File: src/srh_pkg.sv
// Constants and types shared by the status reporting hierarchy
package srh_pkg;

  // ==========================================================
  // Register map (byte addresses, one 32-bit word each)
  localparam logic [7:0] SRH_OPER_COND  = 8'h00;
  localparam logic [7:0] SRH_OPER_RISE  = 8'h04;
  localparam logic [7:0] SRH_OPER_FALL  = 8'h08;
  localparam logic [7:0] SRH_OPER_EVENT = 8'h0C;
  localparam logic [7:0] SRH_OPER_EN    = 8'h10;
  localparam logic [7:0] SRH_QUES_COND  = 8'h14;
  localparam logic [7:0] SRH_QUES_RISE  = 8'h18;
  localparam logic [7:0] SRH_QUES_FALL  = 8'h1C;
  localparam logic [7:0] SRH_QUES_EVENT = 8'h20;
  localparam logic [7:0] SRH_QUES_EN    = 8'h24;
  localparam logic [7:0] SRH_STD_LATCH  = 8'h28;
  localparam logic [7:0] SRH_STD_MASK   = 8'h2C;
  localparam logic [7:0] SRH_SUMMARY    = 8'h30;
  localparam logic [7:0] SRH_REQ_MASK   = 8'h34;
  localparam logic [7:0] SRH_RMT_CTRL   = 8'h38;
  localparam logic [7:0] SRH_RMT_STAT   = 8'h3C;

  // ==========================================================
  // Reset values and field positions
  localparam logic [14:0] SRH_RISE_RESET = 15'h7FFF;
  localparam logic [14:0] SRH_FALL_RESET = 15'h0000;
  localparam int unsigned SRH_STB_ERR  = 2;
  localparam int unsigned SRH_STB_QUES = 3;
  localparam int unsigned SRH_STB_MSG  = 4;
  localparam int unsigned SRH_STB_STD  = 5;
  localparam int unsigned SRH_STB_MSS  = 6;
  localparam int unsigned SRH_STB_OPER = 7;
  localparam logic [7:0]  SRH_STB_SUM_MASK = 8'hBF;
  localparam int unsigned SRH_CTRL_DISP = 0;
  localparam int unsigned SRH_STAT_RMT  = 0;
  localparam int unsigned SRH_STAT_DISP = 1;

  // ==========================================================
  // Types
  typedef enum logic {SRH_LOCAL, SRH_REMOTE} srh_mode_t;

  typedef struct packed {
    logic [14:0] cond;
    logic [14:0] rise_filt;
    logic [14:0] fall_filt;
    logic [14:0] ev;
    logic [14:0] en;
  } srh_scpi_t;

  typedef struct packed {
    logic [7:0] std;
    logic       cmd;
    logic       go_remote;
    logic       go_local;
    logic       closed;
    logic       local_key;
    logic       view_key;
  } srh_evt_t;

  typedef struct packed {
    logic [14:0] oper;
    logic [14:0] ques;
    logic        err;
    logic        msg;
    srh_evt_t    evt;
  } srh_pins_t;

  typedef struct packed {
    srh_pins_t   s1;
    srh_pins_t   s2;
    srh_evt_t    prev;
    srh_scpi_t   oper;
    srh_scpi_t   ques;
    logic [7:0]  std_ev;
    logic [7:0]  std_mask;
    logic [7:0]  stb;
    logic [7:0]  req_mask;
    srh_mode_t   mode;
    logic        disp;
    logic        remote_o;
    logic        panel_o;
    logic        disp_o;
    logic        service_request;
    logic        pready;
    logic        pslverr;
    logic [31:0] prdata;
  } srh_state_t;

endpackage

File: src/srh_top.sv
// Status reporting hierarchy with local/remote control and APB access
//
// Summary of operation
// Bit 15 of every status register part always reads as zero.
// Each status source owns one bit position across all parts.
// Condition follows present status; summary positions OR enabled events.
// Condition part is read-only; writes and reads never change it.
// A rising condition edge sets its event bit when its rise filter is 1.
// Rise filter resets to all ones.
// A falling condition edge sets its event bit when its fall filter is 1.
// Fall filter resets to all zeros.
// Both filters are read/write; reading leaves them unchanged.
// Event bits latch filtered transitions only and hold until read.
// Event part is read-only; a read returns then clears it.
// Summary bit is the OR of event bits ANDed with enable bits.
// Enable mask is read/write; reading leaves it unchanged.
// Summary byte and request mask sit at the top of the hierarchy.
// Summary byte collects standard latch, operation and questionable sums.
// Message waiting bit is set while a reply is queued.
// All status registers share the same condition/filter/event/enable form; the standard latch here has only event and mask parts.
// Local after reset; a command or go-remote message enters remote.
// Remote disables panel, blanks display, shows local and view keys.
// Link close, local key or go-local message returns to local.
// Controller enables display updates itself when it needs results.
// Summary bits: error 2, questionable 3, message 4, standard 5, oper 7.
// Masked summary bit rising raises a service request; bit 6 mask ignored.
// Edges compare against last cycle; reset restores filters, clears events.
// An event arriving during its clearing read stays set.
`timescale 1ns/1ps
module srh_top
  import srh_pkg::*;
(
  input  wire logic        MCLK,
  input  wire logic        SRST,
  input  wire logic        PSEL,
  input  wire logic        PENABLE,
  input  wire logic        PWRITE,
  input  wire logic [7:0]  PADDR,
  input  wire logic [31:0] PWDATA,
  output logic      [31:0] PRDATA,
  output logic             PREADY,
  output logic             PSLVERR,
  input  wire logic [14:0] OPER_COND,
  input  wire logic [14:0] QUES_COND,
  input  wire logic [7:0]  STD_EVENT,
  input  wire logic        ERR_QUEUE_NONEMPTY,
  input  wire logic        MESSAGE_WAITING,
  input  wire logic        CMD_SEEN,
  input  wire logic        GO_REMOTE,
  input  wire logic        GO_LOCAL,
  input  wire logic        LINK_CLOSED,
  input  wire logic        LOCAL_KEY,
  input  wire logic        VIEW_KEY,
  output logic             REMOTE,
  output logic             PANEL_ENABLE,
  output logic             DISPLAY_ON,
  output logic             SOFT_KEYS_ON,
  output logic             SERVICE_REQUEST,
  output logic      [7:0]  SUMMARY_BYTE
);

  // ==========================================================
  // Helpers
  function automatic logic [14:0] filt_set(input srh_scpi_t r,
                                           input logic [14:0] now);
    filt_set = (now & ~r.cond & r.rise_filt)
             | (~now & r.cond & r.fall_filt);
  endfunction

  // Same handling for the operation and questionable registers
  function automatic srh_scpi_t scpi_step(input srh_scpi_t   r,
                                          input logic [14:0] now,
                                          input logic [14:0] clr);
    srh_scpi_t q;
    q      = r;
    q.cond = now;
    q.ev   = (r.ev & ~clr) | filt_set(r, now);
    return q;
  endfunction

  function automatic logic [31:0] z15(input logic [14:0] v);
    z15 = {17'h0_0000, v};
  endfunction

  function automatic logic [31:0] z8(input logic [7:0] v);
    z8 = {24'h00_0000, v};
  endfunction

  // ==========================================================
  // State
  srh_state_t  st_ff;
  srh_state_t  nxt_st;
  srh_pins_t   pin_now;
  srh_evt_t    evt_rise;
  logic        apb_setup;
  logic        apb_done;
  logic        wr_done;
  logic        to_remote;
  logic        to_local;
  logic [14:0] oper_set;
  logic [14:0] ques_set;
  logic [14:0] oper_clr;
  logic [14:0] ques_clr;
  logic [7:0]  std_clr;
  logic [7:0]  stb_now;
  logic [7:0]  stb_rise;

  always_comb begin
    nxt_st = st_ff;

    // Two-stage capture of every status and event pin before use
    pin_now.oper           = OPER_COND;
    pin_now.ques           = QUES_COND;
    pin_now.err            = ERR_QUEUE_NONEMPTY;
    pin_now.msg            = MESSAGE_WAITING;
    pin_now.evt.std        = STD_EVENT;
    pin_now.evt.cmd        = CMD_SEEN;
    pin_now.evt.go_remote  = GO_REMOTE;
    pin_now.evt.go_local   = GO_LOCAL;
    pin_now.evt.closed     = LINK_CLOSED;
    pin_now.evt.local_key  = LOCAL_KEY;
    pin_now.evt.view_key   = VIEW_KEY;
    nxt_st.s1   = pin_now;
    nxt_st.s2   = st_ff.s1;
    nxt_st.prev = st_ff.s2.evt;
    evt_rise    = st_ff.s2.evt & ~st_ff.prev;

    // ========================================================
    // APB: setup cycle latches read data, access ends next edge
    apb_setup = PSEL & ~PENABLE;
    apb_done  = PSEL & PENABLE & st_ff.pready;
    wr_done   = apb_done & PWRITE;
    nxt_st.pready = apb_setup;
    if (apb_setup) begin
      nxt_st.prdata  = 32'h0000_0000;
      nxt_st.pslverr = 1'b0;
      case (PADDR)
        SRH_OPER_COND:  nxt_st.prdata = z15(st_ff.oper.cond);
        SRH_OPER_RISE:  nxt_st.prdata = z15(st_ff.oper.rise_filt);
        SRH_OPER_FALL:  nxt_st.prdata = z15(st_ff.oper.fall_filt);
        SRH_OPER_EVENT: nxt_st.prdata = z15(st_ff.oper.ev);
        SRH_OPER_EN:    nxt_st.prdata = z15(st_ff.oper.en);
        SRH_QUES_COND:  nxt_st.prdata = z15(st_ff.ques.cond);
        SRH_QUES_RISE:  nxt_st.prdata = z15(st_ff.ques.rise_filt);
        SRH_QUES_FALL:  nxt_st.prdata = z15(st_ff.ques.fall_filt);
        SRH_QUES_EVENT: nxt_st.prdata = z15(st_ff.ques.ev);
        SRH_QUES_EN:    nxt_st.prdata = z15(st_ff.ques.en);
        SRH_STD_LATCH:  nxt_st.prdata = z8(st_ff.std_ev);
        SRH_STD_MASK:   nxt_st.prdata = z8(st_ff.std_mask);
        SRH_SUMMARY:    nxt_st.prdata = z8(st_ff.stb);
        SRH_REQ_MASK:   nxt_st.prdata = z8(st_ff.req_mask);
        SRH_RMT_CTRL:   nxt_st.prdata = {31'h0000_0000, st_ff.disp};
        SRH_RMT_STAT:   nxt_st.prdata = {30'h0000_0000, st_ff.disp_o,
                                         st_ff.remote_o};
        default:        nxt_st.pslverr = 1'b1;
      endcase
    end

    // Clear only the bits that were returned, so late events survive
    oper_clr = 15'h0000;
    ques_clr = 15'h0000;
    std_clr  = 8'h00;
    if (apb_done && !PWRITE) begin
      if (PADDR == SRH_OPER_EVENT) begin
        oper_clr = st_ff.prdata[14:0];
      end
      if (PADDR == SRH_QUES_EVENT) begin
        ques_clr = st_ff.prdata[14:0];
      end
      if (PADDR == SRH_STD_LATCH) begin
        std_clr = st_ff.prdata[7:0];
      end
    end

    // ========================================================
    // Status registers
    oper_set      = filt_set(st_ff.oper, st_ff.s2.oper);
    ques_set      = filt_set(st_ff.ques, st_ff.s2.ques);
    nxt_st.oper   = scpi_step(st_ff.oper, st_ff.s2.oper, oper_clr);
    nxt_st.ques   = scpi_step(st_ff.ques, st_ff.s2.ques, ques_clr);
    nxt_st.std_ev = (st_ff.std_ev & ~std_clr) | evt_rise.std;

    // Writes to condition, event and summary addresses are dropped
    if (wr_done) begin
      case (PADDR)
        SRH_OPER_RISE: nxt_st.oper.rise_filt = PWDATA[14:0];
        SRH_OPER_FALL: nxt_st.oper.fall_filt = PWDATA[14:0];
        SRH_OPER_EN:   nxt_st.oper.en        = PWDATA[14:0];
        SRH_QUES_RISE: nxt_st.ques.rise_filt = PWDATA[14:0];
        SRH_QUES_FALL: nxt_st.ques.fall_filt = PWDATA[14:0];
        SRH_QUES_EN:   nxt_st.ques.en        = PWDATA[14:0];
        SRH_STD_MASK:  nxt_st.std_mask       = PWDATA[7:0];
        SRH_REQ_MASK:  nxt_st.req_mask       = PWDATA[7:0];
        default: begin
          nxt_st.pslverr = st_ff.pslverr;
        end
      endcase
    end

    // ========================================================
    // Summary byte and service request
    stb_now = 8'h00;
    stb_now[SRH_STB_ERR]  = st_ff.s2.err;
    stb_now[SRH_STB_QUES] = |(st_ff.ques.ev & st_ff.ques.en);
    stb_now[SRH_STB_MSG]  = st_ff.s2.msg;
    stb_now[SRH_STB_STD]  = |(st_ff.std_ev & st_ff.std_mask);
    stb_now[SRH_STB_OPER] = |(st_ff.oper.ev & st_ff.oper.en);
    stb_now[SRH_STB_MSS]  = |(stb_now & st_ff.req_mask
                              & SRH_STB_SUM_MASK);
    stb_rise   = stb_now & ~st_ff.stb & st_ff.req_mask
               & SRH_STB_SUM_MASK;
    nxt_st.stb = stb_now;
    nxt_st.service_request = |stb_rise;

    // ========================================================
    // Local / remote; leaving remote wins a tie
    to_local  = evt_rise.closed | evt_rise.local_key
              | evt_rise.go_local;
    to_remote = evt_rise.cmd | evt_rise.go_remote;
    if (wr_done && PADDR == SRH_RMT_CTRL) begin
      nxt_st.disp = PWDATA[SRH_CTRL_DISP];
    end
    case (st_ff.mode)
      SRH_LOCAL: begin
        if (to_remote && !to_local) begin
          nxt_st.mode = SRH_REMOTE;
          nxt_st.disp = 1'b0;
        end
      end
      SRH_REMOTE: begin
        if (to_local) begin
          nxt_st.mode = SRH_LOCAL;
        end else if (evt_rise.view_key) begin
          nxt_st.disp = ~st_ff.disp;
        end
      end
      default: begin
        nxt_st.mode = SRH_LOCAL;
      end
    endcase
    nxt_st.remote_o = (nxt_st.mode == SRH_REMOTE);
    nxt_st.panel_o  = (nxt_st.mode == SRH_LOCAL);
    nxt_st.disp_o   = (nxt_st.mode == SRH_LOCAL) | nxt_st.disp;
  end

  always_ff @(posedge MCLK) begin
    if (SRST) begin
      st_ff                <= '0;
      st_ff.oper.rise_filt <= SRH_RISE_RESET;
      st_ff.ques.rise_filt <= SRH_RISE_RESET;
      st_ff.oper.fall_filt <= SRH_FALL_RESET;
      st_ff.ques.fall_filt <= SRH_FALL_RESET;
      st_ff.mode           <= SRH_LOCAL;
      st_ff.panel_o        <= 1'b1;
      st_ff.disp_o         <= 1'b1;
    end else begin
      st_ff <= nxt_st;
    end
  end

  // ==========================================================
  // Outputs
  assign PRDATA          = st_ff.prdata;
  assign PREADY          = st_ff.pready;
  assign PSLVERR         = st_ff.pslverr;
  assign REMOTE          = st_ff.remote_o;
  assign PANEL_ENABLE    = st_ff.panel_o;
  assign DISPLAY_ON      = st_ff.disp_o;
  assign SOFT_KEYS_ON    = st_ff.remote_o;
  assign SERVICE_REQUEST = st_ff.service_request;
  assign SUMMARY_BYTE    = st_ff.stb;
endmodule

File: config.mk
export PLATFORM = sky130hd
export DESIGN_NAME = srh_top
export DESIGN_NICKNAME = d
export VERILOG_FILES = /design/src/srh_pkg.sv /design/src/srh_top.sv
export SDC_FILE = /design/constraint.sdc
export NUM_CORES = 1
export LEC_CHECK = 0
export BUFFER_PORTS_ARGS = -buffer_cell sky130_fd_sc_hd__buf_2
export CORE_MARGIN = 4
export CORE_UTILIZATION = 58
export DETAILED_ROUTE_END_ITERATION = 10
export GPL_ROUTABILITY_DRIVEN = 0
export PLACE_DENSITY = 0.83
export SYNTH_ARGS = -nofsm -noshare
export SYNTH_HDL_FRONTEND = slang
export SYNTH_SLANG_ARGS = --single-unit
File: constraint.sdc
create_clock -name MCLK -period 2.1 [get_ports MCLK]
set_input_delay 0.42 -clock MCLK [delete_from_list [all_inputs] [get_ports MCLK]]
set_output_delay 0.42 -clock MCLK [all_outputs]
set_load 0.1 [all_outputs]
# == Word level (Yosys, flattened, before mapping) ==
# Index checks and enable logic that the tools add are counted.
# word_totals
inputBits,91
elab_cells,150
out_inout_bits,47
ff_bits,327
# classes
bitwise_logic,44
eq_ne,16
mux,17
reduce_logical,21
# op_table
op,n
$pmux 15 s16,1
$and 15x15->15,12
$not 15->15,6
$eq 8x6->1 const B,8
$mux 15,4
$or 15x15->15,4
$and 8x8->8,5
$mux 33,1
$eq 8x5->1 const B,4
$reduce_or 15->1,2
$eq 8x4->1 const B,2
$mux 8,2
$not 8->8,2
$reduce_and 2->1,8
$reduce_or 16->1,1
$reduce_or 8->1,2
$and 14x14->14,1
$not 14->14,1
$reduce_or 7->1,2
$eq 8x3->1 const B,1
$logic_not 8->1,1
$or 8x8->8,1
$mux 1,7
$and 1x1->1,4
other kinds (7),16

# == Logic depth before layout (Yosys ltp) ==
# depth
depth_word,10
mapped_depth,8
depth_no_buf,5

# == Worst setup path after synthesis ==
# OpenSTA, ideal clock, no wires.
# synth_path
path_kind,register to register
from,"reg st_ff, in the netlist PREADY"
to,reg st_ff[121] (netlist bit)
synth_period_minus_slack_ns,2.313
required_ns,2.037
arrival_time_ns,2.250
setup_slack_ns,-0.213
n_path_buf,3
path_stages_with_launch,8
setup_time_ns,0.063
path_cell_list,dfxtp_1 > and4_1 > clkbuf_1 > and3_1 > clkbuf_1 > buf_2 > nand2_1 > nand3_1
# synth_between
elab_chain_cells,3
# synth_lines
element,line,rtl
from (decl),srh_top.sv:91,srh_state_t st_ff;
from (signal assigned),srh_top.sv:257,st_ff <= nxt_st;
$and 1x1->1,srh_top.sv:131,apb_done = PSEL & PENABLE & st_ff.pready;
$and 1x1->1,srh_top.sv:132,wr_done = apb_done & PWRITE;
$reduce_and 2->1 (no line),n/a,
# No other way between the ends.
# A chain may end at the register's enable or synchronous reset.

# == Final worst setup path ==
# layout_path
from,reg st_ff[172] (netlist bit)
to,"reg st_ff, in the netlist SERVICE_REQUEST"
# layout_between
elab_chain_cells,5
# layout_lines
element,line,rtl
$and 15x15->15,srh_top.sv:207,stb_now[SRH_STB_OPER] = |(st_ff.oper.ev & st_ff.oper.en);
$reduce_or 15->1,srh_top.sv:207,
$and 8x8->8 (2 in series),srh_top.sv:210,stb_rise = stb_now & ~st_ff.stb & st_ff.req_mask
$reduce_or 7->1,srh_top.sv:213,nxt_st.service_request = |stb_rise;
# No other way between the ends.

==> results.json <==
{
  "outcome": "finished clean",
  "worst_pin_slew_ns": 1.09,
  "cts.sinks": 308,
  "track_usage": 0.290,
  "p_leak_nw": 5.40,
  "synth-main-ff-cell": "dfxtp_1",
  "fin_setup_tns_ns": 0,
  "required_ns": 2.56,
  "powerDensity_mw_per_mm2": 874,
  "ys_warn_count": 0,
  "cts_root_buffer": "clkbuf_16",
  "drtAntennaViolNets": 0,
  "rows": 52,
  "final.min_clock_period_ns": 2.03,
  "maxCapViolCount": 0,
  "fin_skew_ns": 0.0184,
  "ys_types": 53,
  "netlist_area_mm2": 0.0123,
  "synth_top_cell_area_share": 0.503,
  "core_mm2": 0.0205,
  "max-slew-margin-rel": 0.271,
  "cts_resized": 0,
  "synth_most_common_cell": "dfxtp_1",
  "setup_viol": 0,
  "r2r_cells": 5,
  "hold_viol_final": 0,
  "ir_worst_vdd_mv": 0.687,
  "dp_hpwl_um": 24500,
  "cp-end-kind": "flip-flop",
  "dieArea_mm2": 0.0235,
  "insertion_delay_ns": 0.57,
  "min_period_over_period": 0.966,
  "rsz0062_at_grt": "false",
  "ys_seq_elements": 308,
  "io_pins": 138,
  "cts_tree": "yes",
  "slew_violations": 0,
  "nNetsFinal": 1531,
  "ctsHoldBuffers": 0,
  "hold_path_class": "in2reg",
  "num_antenna_cells": 0,
  "grt_pass1_vias": 10100,
  "critical_path_arrival_ns": 2.48,
  "drive_above_1_share": 0.181,
  "drc": 0,
  "gr-total-overflow": 0,
  "finalHoldWorstSlack_ns": 0.0597,
  "grt_max_degree": 258,
  "vias": 10600,
  "max_freq_mhz": 493,
  "numPortBuffers": 101,
  "cts_setup_buffers": 0,
  "die_y_um": 153,
  "cts-buffers-inserted": 29,
  "avgSynthCellArea_um2": 9.08,
  "cts-htree-levels": 1,
  "totalWireLength_um": 35600,
  "synth_area_leaders": "dfxtp_1, nand2_1, nor2b_1, a21oi_1, a22oi_1",
  "cp-start-kind": "flip-flop",
  "synth_area_leader_cell": "dfxtp_1",
  "worstPathMaxFanout": 3,
  "firstDrtPassIters": 6,
  "die_w_um": 153,
  "grt_pass1_wl_um": 54700,
  "holdPathStages": 2,
  "dr.first_iter.drc_count": 1558,
  "grt_antenna_before_repair": 1,
  "path_clk_slew_ns": 0.06,
  "initial_utilization": 0.598,
  "ys_seq_area_frac": 0.503,
  "yosys-top-cells-count": "dfxtp_1, nand2_1, nor2b_1",
  "clock_path_buffers": 3,
  "crit_type": "reg2reg",
  "async_reset_ff_frac": 0,
  "synth_edf_count": 0,
  "area_delta_synth_final_pct": 15.2,
  "vias_per_cell": 6.13,
  "syn_inst": 1349,
  "wl_per_cell_um": 20.6
}
worst max-delay path, stage by stage, from the launching register on:
cell      delay, ns
dfxtp_1        0.39
a222oi_1       0.44
nand3_1        0.25
o31ai_1        0.47
o221ai_1       0.18
and2_1         0.20
where the power goes:
group | internal [W] | total [W] | switching, W
Sequential | 0.00599 | 0.00610 | 0.000103
Combinational | 0.000267 | 0.000838 | 0.000572
Clock | 0.00314 | 0.00539 | 0.00226
final timing paths:
check | from | end | slack [ns]
hold / removal | CMD_SEEN | nxt_st[241]$_SDFF_PP0_ | 0.06
hold reg to reg | nxt_st[238]$_SDFF_PP0_ | nxt_st[224]$_SDFF_PP0_ | 0.43
setup / recovery | st_ff[172]$_SDFF_PP0_ | SERVICE_REQUEST$_SDFF_PP0_ | 0.07
setup reg to reg | st_ff[172]$_SDFF_PP0_ | SERVICE_REQUEST$_SDFF_PP0_ | 0.07
routing by layer:
metal / GRT usage / share of wire / up-vias
met5: 0 / 0.00036 / -
met4: 0.149 / 0.062 / 2
met3: 0.0741 / 0.13 / 159
met2: 0.450 / 0.44 / 714
met1: 0.376 / 0.37 / 4981
li1: - / - / 4771
registers in the layout, summed over array words and instances (netlist names):
name,count
PANEL_ENABLE,1
PREADY,1
PSLVERR,1
st_ff,189
PRDATA,15
nxt_st,92
DISPLAY_ON,1
REMOTE,1
SERVICE_REQUEST,1
SUMMARY_BYTE,6
layout make-up:
class / count / area (um2)
clock inverter: 16 / 179
clock buffer: 38 / 820
tap: 270 / 338
timing repair buffer: 169 / 1110
multi-input combinational: 924 / 5470
inverter: 8 / 30.0
sequential: 308 / 6170
fill: 1602 / 6380
cells in the final DEF (no fill, tap or decap), drive strengths merged, types with 2 or more instances in the layout:
| cell type | synthesis | final |
|---|---|---|
| nand2 | 247 | 247 |
| clkinvlp | 0 | 2 |
| nor2 | 42 | 42 |
| o21ai | 63 | 63 |
| a22o | 12 | 12 |
| a222oi | 5 | 5 |
| nor2b | 140 | 140 |
| inv | 7 | 9 |
| nand4 | 5 | 5 |
| mux2 | 19 | 19 |
| a32oi | 3 | 3 |
| nand3b | 46 | 46 |
| nor4 | 4 | 4 |
| a31oi | 18 | 18 |
| bufinv | 0 | 3 |
| nand3 | 43 | 43 |
| a221oi | 4 | 4 |
| dfxtp | 308 | 308 |
| o22ai | 10 | 10 |
| clkinv | 1 | 10 |
| clkbuf | 59 | 39 |
| o31ai | 2 | 2 |
| and2 | 5 | 5 |
| buf | 68 | 168 |
| nor4b | 4 | 4 |
| nor3 | 11 | 11 |
| nand2b | 9 | 9 |
| a21oi | 99 | 99 |
| a22oi | 46 | 46 |
| conb | 1 | 19 |
| mux2i | 28 | 28 |
| and3 | 11 | 11 |
| o211ai | 3 | 3 |
| mux4 | 13 | 13 |
per-stage QoR:
stage               utilization  total power [W]  area [um2]  worst slack (ns)  cells
floorplan                     -          0.00679       12300             0.111   1367
global placement          0.640          0.00702       13100          -0.00251   1679
finish                    0.689           0.0123       14100            0.0708   1733
global route              0.689           0.0127       14100            0.0739   1733
detailed placement        0.640          0.00704       13100           -0.0633   1679
CTS                       0.689           0.0124       14100             0.207   1733
kinds of logic (layout without fill, tap and decap cells):
group | Yosys count | in the layout | synth area share
compound gates | 269 | 269 | 0.132
mux | 60 | 60 | 0.0642
other cells | 1 | 19 | 0.000306
simple gates | 576 | 576 | 0.243
flops | 308 | 308 | 0.503
buf+inv | 135 | 231 | 0.0574
No activity file was read; power rests on OpenSTA's default activity.
